[src/tmc_pkg.sv]
// constants and register map of the two-channel interval / square wave timer
// -----------------------------------------------------------------------------
// Notes on behaviour
// - count clock from two select bits plus range bit
// - channel 0 clock table, code 111 gives no clock
// - channel 1 clock table, code 111 gives no clock
// - mode 11 counts, synchronised to count clock
// - match with compare a clears count, raises irq
// - match interval is compare a plus one
// - compare b match always raises its irq
// - reading count register returns current count
// - compare a match toggles pin when enabled
// - output disabled holds pin low
// - match irq a independent of toggle enable
// -----------------------------------------------------------------------------
package tmc_pkg;
   localparam int NUM_CH = 2;
   localparam int CNT_W = 16;
   localparam int PRE_W = 7;
   localparam int ADDR_W = 8;
   // register byte offsets inside one channel and channel stride
   localparam logic [7:0] OFF_MODE = 8'h00;
   localparam logic [7:0] OFF_PRESC = 8'h04;
   localparam logic [7:0] OFF_OUTCTL = 8'h08;
   localparam logic [7:0] OFF_CMPA = 8'h0C;
   localparam logic [7:0] OFF_CMPB = 8'h10;
   localparam logic [7:0] OFF_COUNT = 8'h14;
   localparam logic [7:0] CH_STRIDE = 8'h20;
   // shared registers
   localparam logic [7:0] OFF_CLKSEL = 8'h40;
   localparam logic [7:0] OFF_IRQ_STS = 8'h44;
   localparam logic [7:0] OFF_IRQ_MASK = 8'h48;
   // field positions
   localparam int MODE_LSB = 2;
   localparam int OUT_EN_BIT = 0;
   localparam int TOG_A_BIT = 1;
   localparam int LVL_RST_BIT = 2;
   localparam int LVL_SET_BIT = 3;
   localparam int TOG_B_BIT = 4;
   // mode and clock codes
   localparam logic [1:0] MODE_CLR_ON_A = 2'h3;
   localparam logic [1:0] CODE_EXT = 2'h3;
   // power-of-two dividers of fxx per clock code
   localparam int CH0_DIV_0 = 1;
   localparam int CH0_DIV_1 = 2;
   localparam int CH0_DIV_2 = 3;
   localparam int CH0_DIV_4 = 5;
   localparam int CH0_DIV_5 = 6;
   localparam int CH0_DIV_6 = 7;
   localparam int CH1_DIV_0 = 0;
   localparam int CH1_DIV_1 = 2;
   localparam int CH1_DIV_4 = 1;
   localparam int CH1_DIV_5 = 3;
   localparam int CH1_DIV_6 = 4;
   // values after reset
   localparam logic [1:0] RST_MODE = 2'h0;
   localparam logic [1:0] RST_PRESC = 2'h0;
   localparam logic [1:0] RST_CLKSEL = 2'h0;
   localparam logic [2:0] RST_OUTCTL = 3'h0;
   localparam logic [3:0] RST_IRQ = 4'h0;
   localparam logic [PRE_W-1:0] RST_PRE = 7'h00;
endpackage

[src/tmc_timer.sv]
// two-channel 16-bit interval timer with square wave output and register port
//
// Our own choices: the address-and-strobe port and the register addresses.
`timescale 1ns/100ps
module tmc_timer
   import tmc_pkg::*;
#(
   parameter int CW = CNT_W
) (
   input wire logic SYS_CLK_I,
   input wire logic RST_I,
   input wire logic [ADDR_W-1:0] ADDR_I,
   input wire logic [31:0] WR_DATA_I,
   input wire logic WR_I,
   input wire logic RD_I,
   output logic [31:0] RD_DATA_O,
   input wire logic [NUM_CH-1:0] EVENT_IN_PIN_I,
   input wire logic WATCH_TIMER_IRQ_I,
   output logic [NUM_CH-1:0] TIMER_OUT_PIN_O,
   output logic [NUM_CH-1:0] MATCH_IRQ_A_O,
   output logic [NUM_CH-1:0] MATCH_IRQ_B_O,
   output logic IRQ_O
);

   // -------------------------------------------------------------------------
   // elaboration check and helpers
   // -------------------------------------------------------------------------
   if (CW < 2 || CW > 32) begin : g_bad_width
      $error("counter width must be 2 to 32");
   end
   // address of a per-channel register
   function automatic logic [ADDR_W-1:0] ch_addr(input int ch, input logic [7:0] off);
      ch_addr = ADDR_W'(CH_STRIDE * ch) + off;
   endfunction

   // one-cycle tick every 2**k cycles of fxx
   function automatic logic div_tick(input logic [PRE_W-1:0] pre, input int k);
      logic [PRE_W-1:0] m;
      m = PRE_W'((1 << k) - 1);
      div_tick = ((pre & m) == m);
   endfunction

   // count clock selection from range bit and two-bit clock code
   function automatic logic sel_tick(input int ch, input logic rng, input logic [1:0] code,
                                     input logic [PRE_W-1:0] pre, input logic ext,
                                     input logic wt);
      sel_tick = 1'b0;
      if (ch == 0) begin
         case ({rng, code})
            3'h0: sel_tick = div_tick(pre, CH0_DIV_0);
            3'h1: sel_tick = div_tick(pre, CH0_DIV_1);
            3'h2: sel_tick = div_tick(pre, CH0_DIV_2);
            3'h3: sel_tick = ext;
            3'h4: sel_tick = div_tick(pre, CH0_DIV_4);
            3'h5: sel_tick = div_tick(pre, CH0_DIV_5);
            3'h6: sel_tick = div_tick(pre, CH0_DIV_6);
            default: sel_tick = 1'b0; // prohibited code
         endcase
      end else begin
         case ({rng, code})
            3'h0: sel_tick = div_tick(pre, CH1_DIV_0);
            3'h1: sel_tick = div_tick(pre, CH1_DIV_1);
            3'h2: sel_tick = wt;
            3'h3: sel_tick = ext;
            3'h4: sel_tick = div_tick(pre, CH1_DIV_4);
            3'h5: sel_tick = div_tick(pre, CH1_DIV_5);
            3'h6: sel_tick = div_tick(pre, CH1_DIV_6);
            default: sel_tick = 1'b0; // prohibited code
         endcase
      end
   endfunction

   // -------------------------------------------------------------------------
   // state
   // -------------------------------------------------------------------------
   logic [1:0] mode_q [NUM_CH], presc_q [NUM_CH];
   logic [CW-1:0] cmpa_q [NUM_CH], cmpb_q [NUM_CH], cnt_q [NUM_CH];
   logic [NUM_CH-1:0] oe_q, tog_a_q, tog_b_q, clksel_q, lvl_q, pin_q, irq_a_q, irq_b_q;
   logic [NUM_CH-1:0] ev_s1_q, ev_s2_q, ev_s3_q, ev_lvl_q, ev_edge;
   logic [NUM_CH-1:0] run, tick, match_a, match_b, lvl_set, lvl_rst;
   logic [2*NUM_CH-1:0] sts_q, mask_q, sts_set;
   logic [PRE_W-1:0] pre_q;
   logic [31:0] rdata_q, rd_mux;

   // -------------------------------------------------------------------------
   // free-running prescaler and event pin synchronisers
   // -------------------------------------------------------------------------
   // prescaler runs on fxx, dividers tap its low bits
   always_ff @(posedge SYS_CLK_I) begin
      if (RST_I) begin
         pre_q <= RST_PRE;
      end else begin
         pre_q <= pre_q + 1'b1;
      end
   end

   // three-stage pin synchroniser, level accepted once stages two and three agree
   always_ff @(posedge SYS_CLK_I) begin
      if (RST_I) begin
         ev_s1_q <= '0;
         ev_s2_q <= '0;
         ev_s3_q <= '0;
         ev_lvl_q <= '0;
      end else begin
         ev_s1_q <= EVENT_IN_PIN_I;
         ev_s2_q <= ev_s1_q;
         ev_s3_q <= ev_s2_q;
         for (int c = 0; c < NUM_CH; c++) begin
            if (ev_s2_q[c] == ev_s3_q[c]) begin
               ev_lvl_q[c] <= ev_s3_q[c];
            end
         end
      end
   end

   // rising edge of the filtered level; slow pulses are the source's duty
   assign ev_edge = ev_s2_q & ev_s3_q & ~ev_lvl_q;

   // -------------------------------------------------------------------------
   // count clock, match detection and level triggers
   // -------------------------------------------------------------------------
   always_comb begin
      for (int c = 0; c < NUM_CH; c++) begin
         run[c] = (mode_q[c] == MODE_CLR_ON_A);
         tick[c] = run[c] & sel_tick(c, clksel_q[c], presc_q[c], pre_q, ev_edge[c],
                                     WATCH_TIMER_IRQ_I);
         match_a[c] = tick[c] & (cnt_q[c] == cmpa_q[c]);
         match_b[c] = tick[c] & (cnt_q[c] == cmpb_q[c]);
         lvl_set[c] = WR_I & (ADDR_I == ch_addr(c, OFF_OUTCTL)) & WR_DATA_I[LVL_SET_BIT] &
                      ~WR_DATA_I[LVL_RST_BIT];
         lvl_rst[c] = WR_I & (ADDR_I == ch_addr(c, OFF_OUTCTL)) & WR_DATA_I[LVL_RST_BIT] &
                      ~WR_DATA_I[LVL_SET_BIT];
         sts_set[2*c] = match_a[c];
         sts_set[2*c+1] = match_b[c];
      end
   end

   // -------------------------------------------------------------------------
   // counters
   // -------------------------------------------------------------------------
   // stopped counter sits at zero, so counting starts on the first count clock
   always_ff @(posedge SYS_CLK_I) begin
      if (RST_I) begin
         for (int c = 0; c < NUM_CH; c++) begin
            cnt_q[c] <= '0;
         end
      end else begin
         for (int c = 0; c < NUM_CH; c++) begin
            if (!run[c]) begin
               cnt_q[c] <= '0;
            end else if (match_a[c]) begin
               cnt_q[c] <= '0;
            end else if (tick[c]) begin
               cnt_q[c] <= cnt_q[c] + 1'b1;
            end
         end
      end
   end

   // -------------------------------------------------------------------------
   // configuration registers
   // -------------------------------------------------------------------------
   // software writes; prescaler is not guarded while counting
   always_ff @(posedge SYS_CLK_I) begin
      if (RST_I) begin
         for (int c = 0; c < NUM_CH; c++) begin
            mode_q[c] <= RST_MODE;
            presc_q[c] <= RST_PRESC;
            cmpa_q[c] <= '0;
            cmpb_q[c] <= '0;
         end
         {tog_b_q, tog_a_q, oe_q} <= {NUM_CH{RST_OUTCTL}};
         clksel_q <= RST_CLKSEL;
         mask_q <= RST_IRQ;
      end else if (WR_I) begin
         for (int c = 0; c < NUM_CH; c++) begin
            if (ADDR_I == ch_addr(c, OFF_MODE)) begin
               mode_q[c] <= WR_DATA_I[MODE_LSB +: 2];
            end
            if (ADDR_I == ch_addr(c, OFF_PRESC)) begin
               presc_q[c] <= WR_DATA_I[1:0];
            end
            if (ADDR_I == ch_addr(c, OFF_OUTCTL)) begin
               oe_q[c] <= WR_DATA_I[OUT_EN_BIT];
               tog_a_q[c] <= WR_DATA_I[TOG_A_BIT];
               tog_b_q[c] <= WR_DATA_I[TOG_B_BIT];
            end
            if (ADDR_I == ch_addr(c, OFF_CMPA)) begin
               cmpa_q[c] <= WR_DATA_I[CW-1:0];
            end
            if (ADDR_I == ch_addr(c, OFF_CMPB)) begin
               cmpb_q[c] <= WR_DATA_I[CW-1:0];
            end
         end
         if (ADDR_I == OFF_CLKSEL) begin
            clksel_q <= WR_DATA_I[NUM_CH-1:0];
         end
         if (ADDR_I == OFF_IRQ_MASK) begin
            mask_q <= WR_DATA_I[2*NUM_CH-1:0];
         end
      end
   end

   // -------------------------------------------------------------------------
   // timer output pins
   // -------------------------------------------------------------------------
   // level triggers take priority over a toggle in the same cycle
   always_ff @(posedge SYS_CLK_I) begin
      if (RST_I) begin
         lvl_q <= '0;
         pin_q <= '0;
      end else begin
         for (int c = 0; c < NUM_CH; c++) begin
            if (lvl_set[c]) begin
               lvl_q[c] <= 1'b1;
            end else if (lvl_rst[c]) begin
               lvl_q[c] <= 1'b0;
            end else if ((match_a[c] & tog_a_q[c]) | (match_b[c] & tog_b_q[c])) begin
               lvl_q[c] <= ~lvl_q[c];
            end
         end
         pin_q <= oe_q & lvl_q;
      end
   end

   // -------------------------------------------------------------------------
   // interrupts
   // -------------------------------------------------------------------------
   // raw match pulses go to the interrupt controller unmasked
   always_ff @(posedge SYS_CLK_I) begin
      if (RST_I) begin
         irq_a_q <= '0;
         irq_b_q <= '0;
      end else begin
         irq_a_q <= match_a;
         irq_b_q <= match_b;
      end
   end

   // sticky status, write one to clear, a new event wins over the clear
   always_ff @(posedge SYS_CLK_I) begin
      if (RST_I) begin
         sts_q <= RST_IRQ;
      end else if (WR_I && ADDR_I == OFF_IRQ_STS) begin
         sts_q <= (sts_q & ~WR_DATA_I[2*NUM_CH-1:0]) | sts_set;
      end else begin
         sts_q <= sts_q | sts_set;
      end
   end

   // -------------------------------------------------------------------------
   // read port
   // -------------------------------------------------------------------------
   // unmapped addresses and trigger bits read as zero
   always_comb begin
      rd_mux = '0;
      for (int c = 0; c < NUM_CH; c++) begin
         if (ADDR_I == ch_addr(c, OFF_MODE)) begin
            rd_mux = 32'(mode_q[c]) << MODE_LSB;
         end
         if (ADDR_I == ch_addr(c, OFF_PRESC)) begin
            rd_mux = 32'(presc_q[c]);
         end
         if (ADDR_I == ch_addr(c, OFF_OUTCTL)) begin
            rd_mux = (32'(tog_b_q[c]) << TOG_B_BIT) | (32'(tog_a_q[c]) << TOG_A_BIT) |
                     32'(oe_q[c]);
         end
         if (ADDR_I == ch_addr(c, OFF_CMPA)) begin
            rd_mux = 32'(cmpa_q[c]);
         end
         if (ADDR_I == ch_addr(c, OFF_CMPB)) begin
            rd_mux = 32'(cmpb_q[c]);
         end
         if (ADDR_I == ch_addr(c, OFF_COUNT)) begin
            rd_mux = 32'(cnt_q[c]);
         end
      end
      if (ADDR_I == OFF_CLKSEL) begin
         rd_mux = 32'(clksel_q);
      end
      if (ADDR_I == OFF_IRQ_STS) begin
         rd_mux = 32'(sts_q);
      end
      if (ADDR_I == OFF_IRQ_MASK) begin
         rd_mux = 32'(mask_q);
      end
   end

   // read data stands only in the cycle after the strobe
   always_ff @(posedge SYS_CLK_I) begin
      if (RST_I) begin
         rdata_q <= '0;
      end else begin
         rdata_q <= RD_I ? rd_mux : 32'h00000000;
      end
   end

   assign RD_DATA_O = rdata_q;
   assign TIMER_OUT_PIN_O = pin_q;
   assign MATCH_IRQ_A_O = irq_a_q;
   assign MATCH_IRQ_B_O = irq_b_q;
   assign IRQ_O = |(sts_q & mask_q);

   // -------------------------------------------------------------------------
   // assertions
   // -------------------------------------------------------------------------
   for (genvar g = 0; g < NUM_CH; g++) begin : g_chk
      property p_clear_on_a;
         @(posedge SYS_CLK_I) disable iff (RST_I)
         match_a[g] |=> cnt_q[g] == '0;
      endproperty
      a_clear_on_a: assert property (p_clear_on_a) else $error("no clear on match a");
      property p_step;
         @(posedge SYS_CLK_I) disable iff (RST_I)
         (run[g] && tick[g] && !match_a[g]) ##1 run[g] |-> cnt_q[g] == $past(cnt_q[g]) + 1'b1;
      endproperty
      a_step: assert property (p_step) else $error("count did not step by one");
      property p_hold;
         @(posedge SYS_CLK_I) disable iff (RST_I)
         (run[g] && !tick[g]) ##1 run[g] |-> $stable(cnt_q[g]);
      endproperty
      a_hold: assert property (p_hold) else $error("count moved without tick");
      property p_stopped;
         @(posedge SYS_CLK_I) disable iff (RST_I)
         !run[g] |=> cnt_q[g] == '0 && !MATCH_IRQ_B_O[g] ##1 !MATCH_IRQ_A_O[g] || run[g];
      endproperty
      a_stopped: assert property (p_stopped) else $error("stopped channel counted");
      property p_pin_low;
         @(posedge SYS_CLK_I) disable iff (RST_I)
         !oe_q[g] |=> !TIMER_OUT_PIN_O[g];
      endproperty
      a_pin_low: assert property (p_pin_low) else $error("pin high while disabled");
      property p_toggle;
         @(posedge SYS_CLK_I) disable iff (RST_I)
         (match_a[g] && tog_a_q[g] && !match_b[g] && !lvl_set[g] && !lvl_rst[g])
            |=> lvl_q[g] != $past(lvl_q[g]);
      endproperty
      a_toggle: assert property (p_toggle) else $error("pin level not toggled");
      property p_irq_a;
         @(posedge SYS_CLK_I) disable iff (RST_I)
         match_a[g] |=> MATCH_IRQ_A_O[g] && sts_q[2*g];
      endproperty
      a_irq_a: assert property (p_irq_a) else $error("match irq a missing");
      property p_irq_b;
         @(posedge SYS_CLK_I) disable iff (RST_I)
         match_b[g] |=> MATCH_IRQ_B_O[g] && sts_q[2*g+1];
      endproperty
      a_irq_b: assert property (p_irq_b) else $error("match irq b missing");
      property p_read_count;
         @(posedge SYS_CLK_I) disable iff (RST_I)
         (RD_I && ADDR_I == ch_addr(g, OFF_COUNT)) |=> RD_DATA_O == 32'($past(cnt_q[g]));
      endproperty
      a_read_count: assert property (p_read_count) else $error("count read wrong");
      property p_no_clock;
         @(posedge SYS_CLK_I) disable iff (RST_I)
         (clksel_q[g] && presc_q[g] == CODE_EXT) |-> !tick[g];
      endproperty
      a_no_clock: assert property (p_no_clock) else $error("prohibited code ticked");
   end

   property p_half_rate;
      @(posedge SYS_CLK_I) disable iff (RST_I)
      (tick[0] && !clksel_q[0] && presc_q[0] == 2'h0) ##1 (presc_q[0] == 2'h0)
         |-> !tick[0] ##1 tick[0] || !run[0];
   endproperty
   a_half_rate: assert property (p_half_rate) else $error("fxx/2 rate wrong");
endmodule

[config.mk]
export PLATFORM = sky130hd
export DESIGN_NAME = tmc_timer
export DESIGN_NICKNAME = d
export VERILOG_FILES = /design/src/tmc_pkg.sv /design/src/tmc_timer.sv
export SDC_FILE = /design/constraint.sdc
export NUM_CORES = 1
export LEC_CHECK = 0
export BUFFER_PORTS_ARGS = -buffer_cell sky130_fd_sc_hd__buf_2
export CAP_MARGIN = 20
export CORE_ASPECT_RATIO = 1.25
export CORE_MARGIN = 2
export CORE_UTILIZATION = 59
export DETAILED_ROUTE_END_ITERATION = 8
export GPL_ROUTABILITY_DRIVEN = 0
export GPL_TIMING_DRIVEN = 0
export PLACE_DENSITY = 0.85
export SLEW_MARGIN = 20
export SYNTH_ARGS = -nofsm -noshare
export SYNTH_HDL_FRONTEND = slang
export SYNTH_SLANG_ARGS = --single-unit
[constraint.sdc]
create_clock -name SYS_CLK_I -period 3.2 [get_ports SYS_CLK_I]
set_clock_uncertainty 0.15 [all_clocks]
set_input_delay 0.64 -clock SYS_CLK_I [delete_from_list [all_inputs] [get_ports SYS_CLK_I]]
set_output_delay 0.64 -clock SYS_CLK_I [all_outputs]
set_load 0.01 [all_outputs]
==> flow_summary.yaml <==
status:
  outcome: "finished, final reports clean"
floorplanning:
  dieArea_sq_um: 15100
  rows: 48
  initial_core_util: 0.602
  num_io_pins: 86
  fp.coreArea_sq_um: 13800
  die_w_um: 110
  die_h_um: 137
hold_path:
  hp-class: "in2reg"
yosys:
  synth_ff_type: "edfxtp_1"
  yosysWarnings: 0
  yosysSeqAreaShare: 0.508
  synth.most_common_cell: "edfxtp_1"
  yosys-top-cells-count: "edfxtp_1, xor2_1, nor2_1"
  syn_area_per_cell_sq_um: 10.7
  yosysTopAreaCellShare: 0.376
  syn_area_sq_um: 8310
  synth_seq_cells: 159
  synthCells: 780
  yosys.cell_types.count: 69
  async_flop_share: 0
  synth_top_area_cell: "edfxtp_1"
  synthTopCellsByArea: "edfxtp_1, dfxtp_1, xor2_1"
  synth-edff-count: 104
timing:
  worst_slew_pin_slew_ps: 831
  slew_headroom: 0.445
  final.period_utilization: 0.930
  tns_ps: 0
  setup_viol: 0
  max_freq_mhz: 336
  fin_crit_ps: 2980
  rsz0062_at_grt: "false"
  slew_viol_final: 0
  hold_violations: 0
  holdWs_ps: 265
global_route:
  grt_pass1_wl_um: 34200
  grt_pass1_vias: 6425
  grt-ovfl-total: 0
  grt_max_degree: 17
  antenna_found_initial: 0
  grt.total_usage: 0.310
worst_setup_path:
  path_max_fanout: 16
  slowest_stage: "nor4b_2"
  critPathBufInv: 2
  critPathTopFamily: "simple AND/OR/NAND/NOR gates"
  required_ps: 3110
  arrival_ps: 2890
  crit_path_cell_trace: "buf_2 > nor4b_2 > and2_1 > buf_2 > nand2_1 > nand2_1"
  endpoint_kind: "register"
  critPathMaxStageDelay_ps: 720
  worstSetupPathType: "in2reg"
  startpoint_type: "primary input"
power:
  p_leak_nw: 3.68
  power_w: 0.00489
  vdd_ir_drop_max_v: 0.000412
  powerDensity_nw_per_um2: 515
detailed_routing:
  ant_nets: 0
  drc: 0
  drt_iter0_markers: 809
  finalWirelength_um: 22300
  viasPerCell: 6.38
  wl_per_cell_um: 21.3
  via_count: 6696
  drt-pass1-iter-count: 6
clocking:
  cts_max_level: 4
  cts_made_buffers: 17
  cts-root-buf: "clkbuf_16"
  clkSlewWorstSetupHoldPaths_ps: 60
  clk_latency_ps: 440
  clockBufferDepth: 2
  cts_sinks: 159
  cts_tree: "done"
layout:
  drive_gt1_frac: 0.184
  insertedDiodeCount: 0
  nFillCells: 1037
  fin_area_sq_um: 9510
  multi_input_area_sq_um: 3660
  utilization: 0.688
  register_area_sq_um: 4220
  area_growth_pct: 14.4
  nets: 915
placed_design:
  dp_hpwl_um: 15600
  io_buffers: 46
  dpl-instance-area_sq_um: 8820
flow_run:
  max_cap_violations: 0
metal layers:
metal,global-route usage,share of wire
met2,0.513,0.49
met3,0.0638,0.11
met1,0.380,0.35
met5,0,0
met4,0.161,0.054
worst paths after layout:
kind	start	to	slack [ps]	cells past startpoint
worst min register to register	ev_s1_q[0]$_SDFF_PP0_	ev_s2_q[0]$_SDFF_PP0_	290	1
worst max register to register	pre_q[0]$_SDFF_PP0_	cnt_q[0][9]$_SDFFCE_PN0P_	260	11
worst min-delay path	EVENT_IN_PIN_I[1]	ev_s1_q[1]$_SDFF_PP0_	270	2
worst max-delay path	ADDR_I[5]	cmpb_q[0][13]$_DFFE_PP_	220	6
registers in the layout, indices dropped and copies added, names as in the netlist, 4 cells and up:
name and cells:
sts_q 4, presc_q 4, mask_q 4, mode_q 4, cmpb_q 32, cnt_q 32
cmpa_q 32, RD_DATA_O 16, pre_q 7
power breakdown:
part | leakage (nW) | internal [W] | switching, W
Clock | 0.339 | 0.00143 | 0.000803
Combinational | 1.83 | 0.000118 | 0.000218
Sequential | 1.51 | 0.00225 | 0.0000662
final cells by class:
cell class | instances | area share
flip-flops and latches | 159 | 0.444
multi-input cells | 549 | 0.385
clock buffers | 28 | 0.0667
plain buffers | 77 | 0.0471
repair buffers | 47 | 0.0250
well taps | 175 | 0.0230
clock inverters | 4 | 0.00513
inverters | 10 | 0.00395
cells in the final DEF, fill, tap and decap left out, types with 23 or more instances in the layout:
master | synthesis | layout
a22oi_1 | 39 | 39
nand2_1 | 53 | 53
xor2_1 | 81 | 81
and3_1 | 26 | 26
edfxtp_1 | 104 | 104
nand3_1 | 31 | 31
clkbuf_1 | 24 | 25
nor2_1 | 66 | 66
buf_2 | 27 | 73
clkbuf_16 | 0 | 23
dfxtp_1 | 55 | 55
worst register-to-register path: cells and delay by family, from the launching register on:
kind                     cells  cell delay [ps]
AO/OA/AOI/OAI                2              450
adder cells (fa/ha/maj)      2              390
flip-flops                   1              410
AND/OR/NAND/NOR              5             1030
buffers and inverters        2              390
repair_timing:
action                                  in CTS  in global routing
hold buffers                                 0                  0
endpoints found under the setup margin       0                 16
setup buffers                                0                  1
gates resized for setup                      0                  0
through the flow:
step,setup slack (ps),std cells
5_1_grt,12.0,1049
3_5_place_dp,-113,1016
6_report,225,1049
2_1_floorplan,463,795
4_1_cts,50.9,1048
3_3_place_gp,-68.1,1016
logic make-up (layout without fill, tap and decap cells):
family          Yosys count  after routing  share of synthesized area
compound gates          116            116                     0.0978
xor+xnor                 93             93                     0.0980
fa+ha+maj                 7              7                     0.0105
buf+inv                  87            166                     0.0584
flops                   159            159                      0.508
mux                      12             12                     0.0146
other cells               1             16                   0.000451
simple gates            305            305                      0.212
No activity file was read; power rests on OpenSTA's default activity.
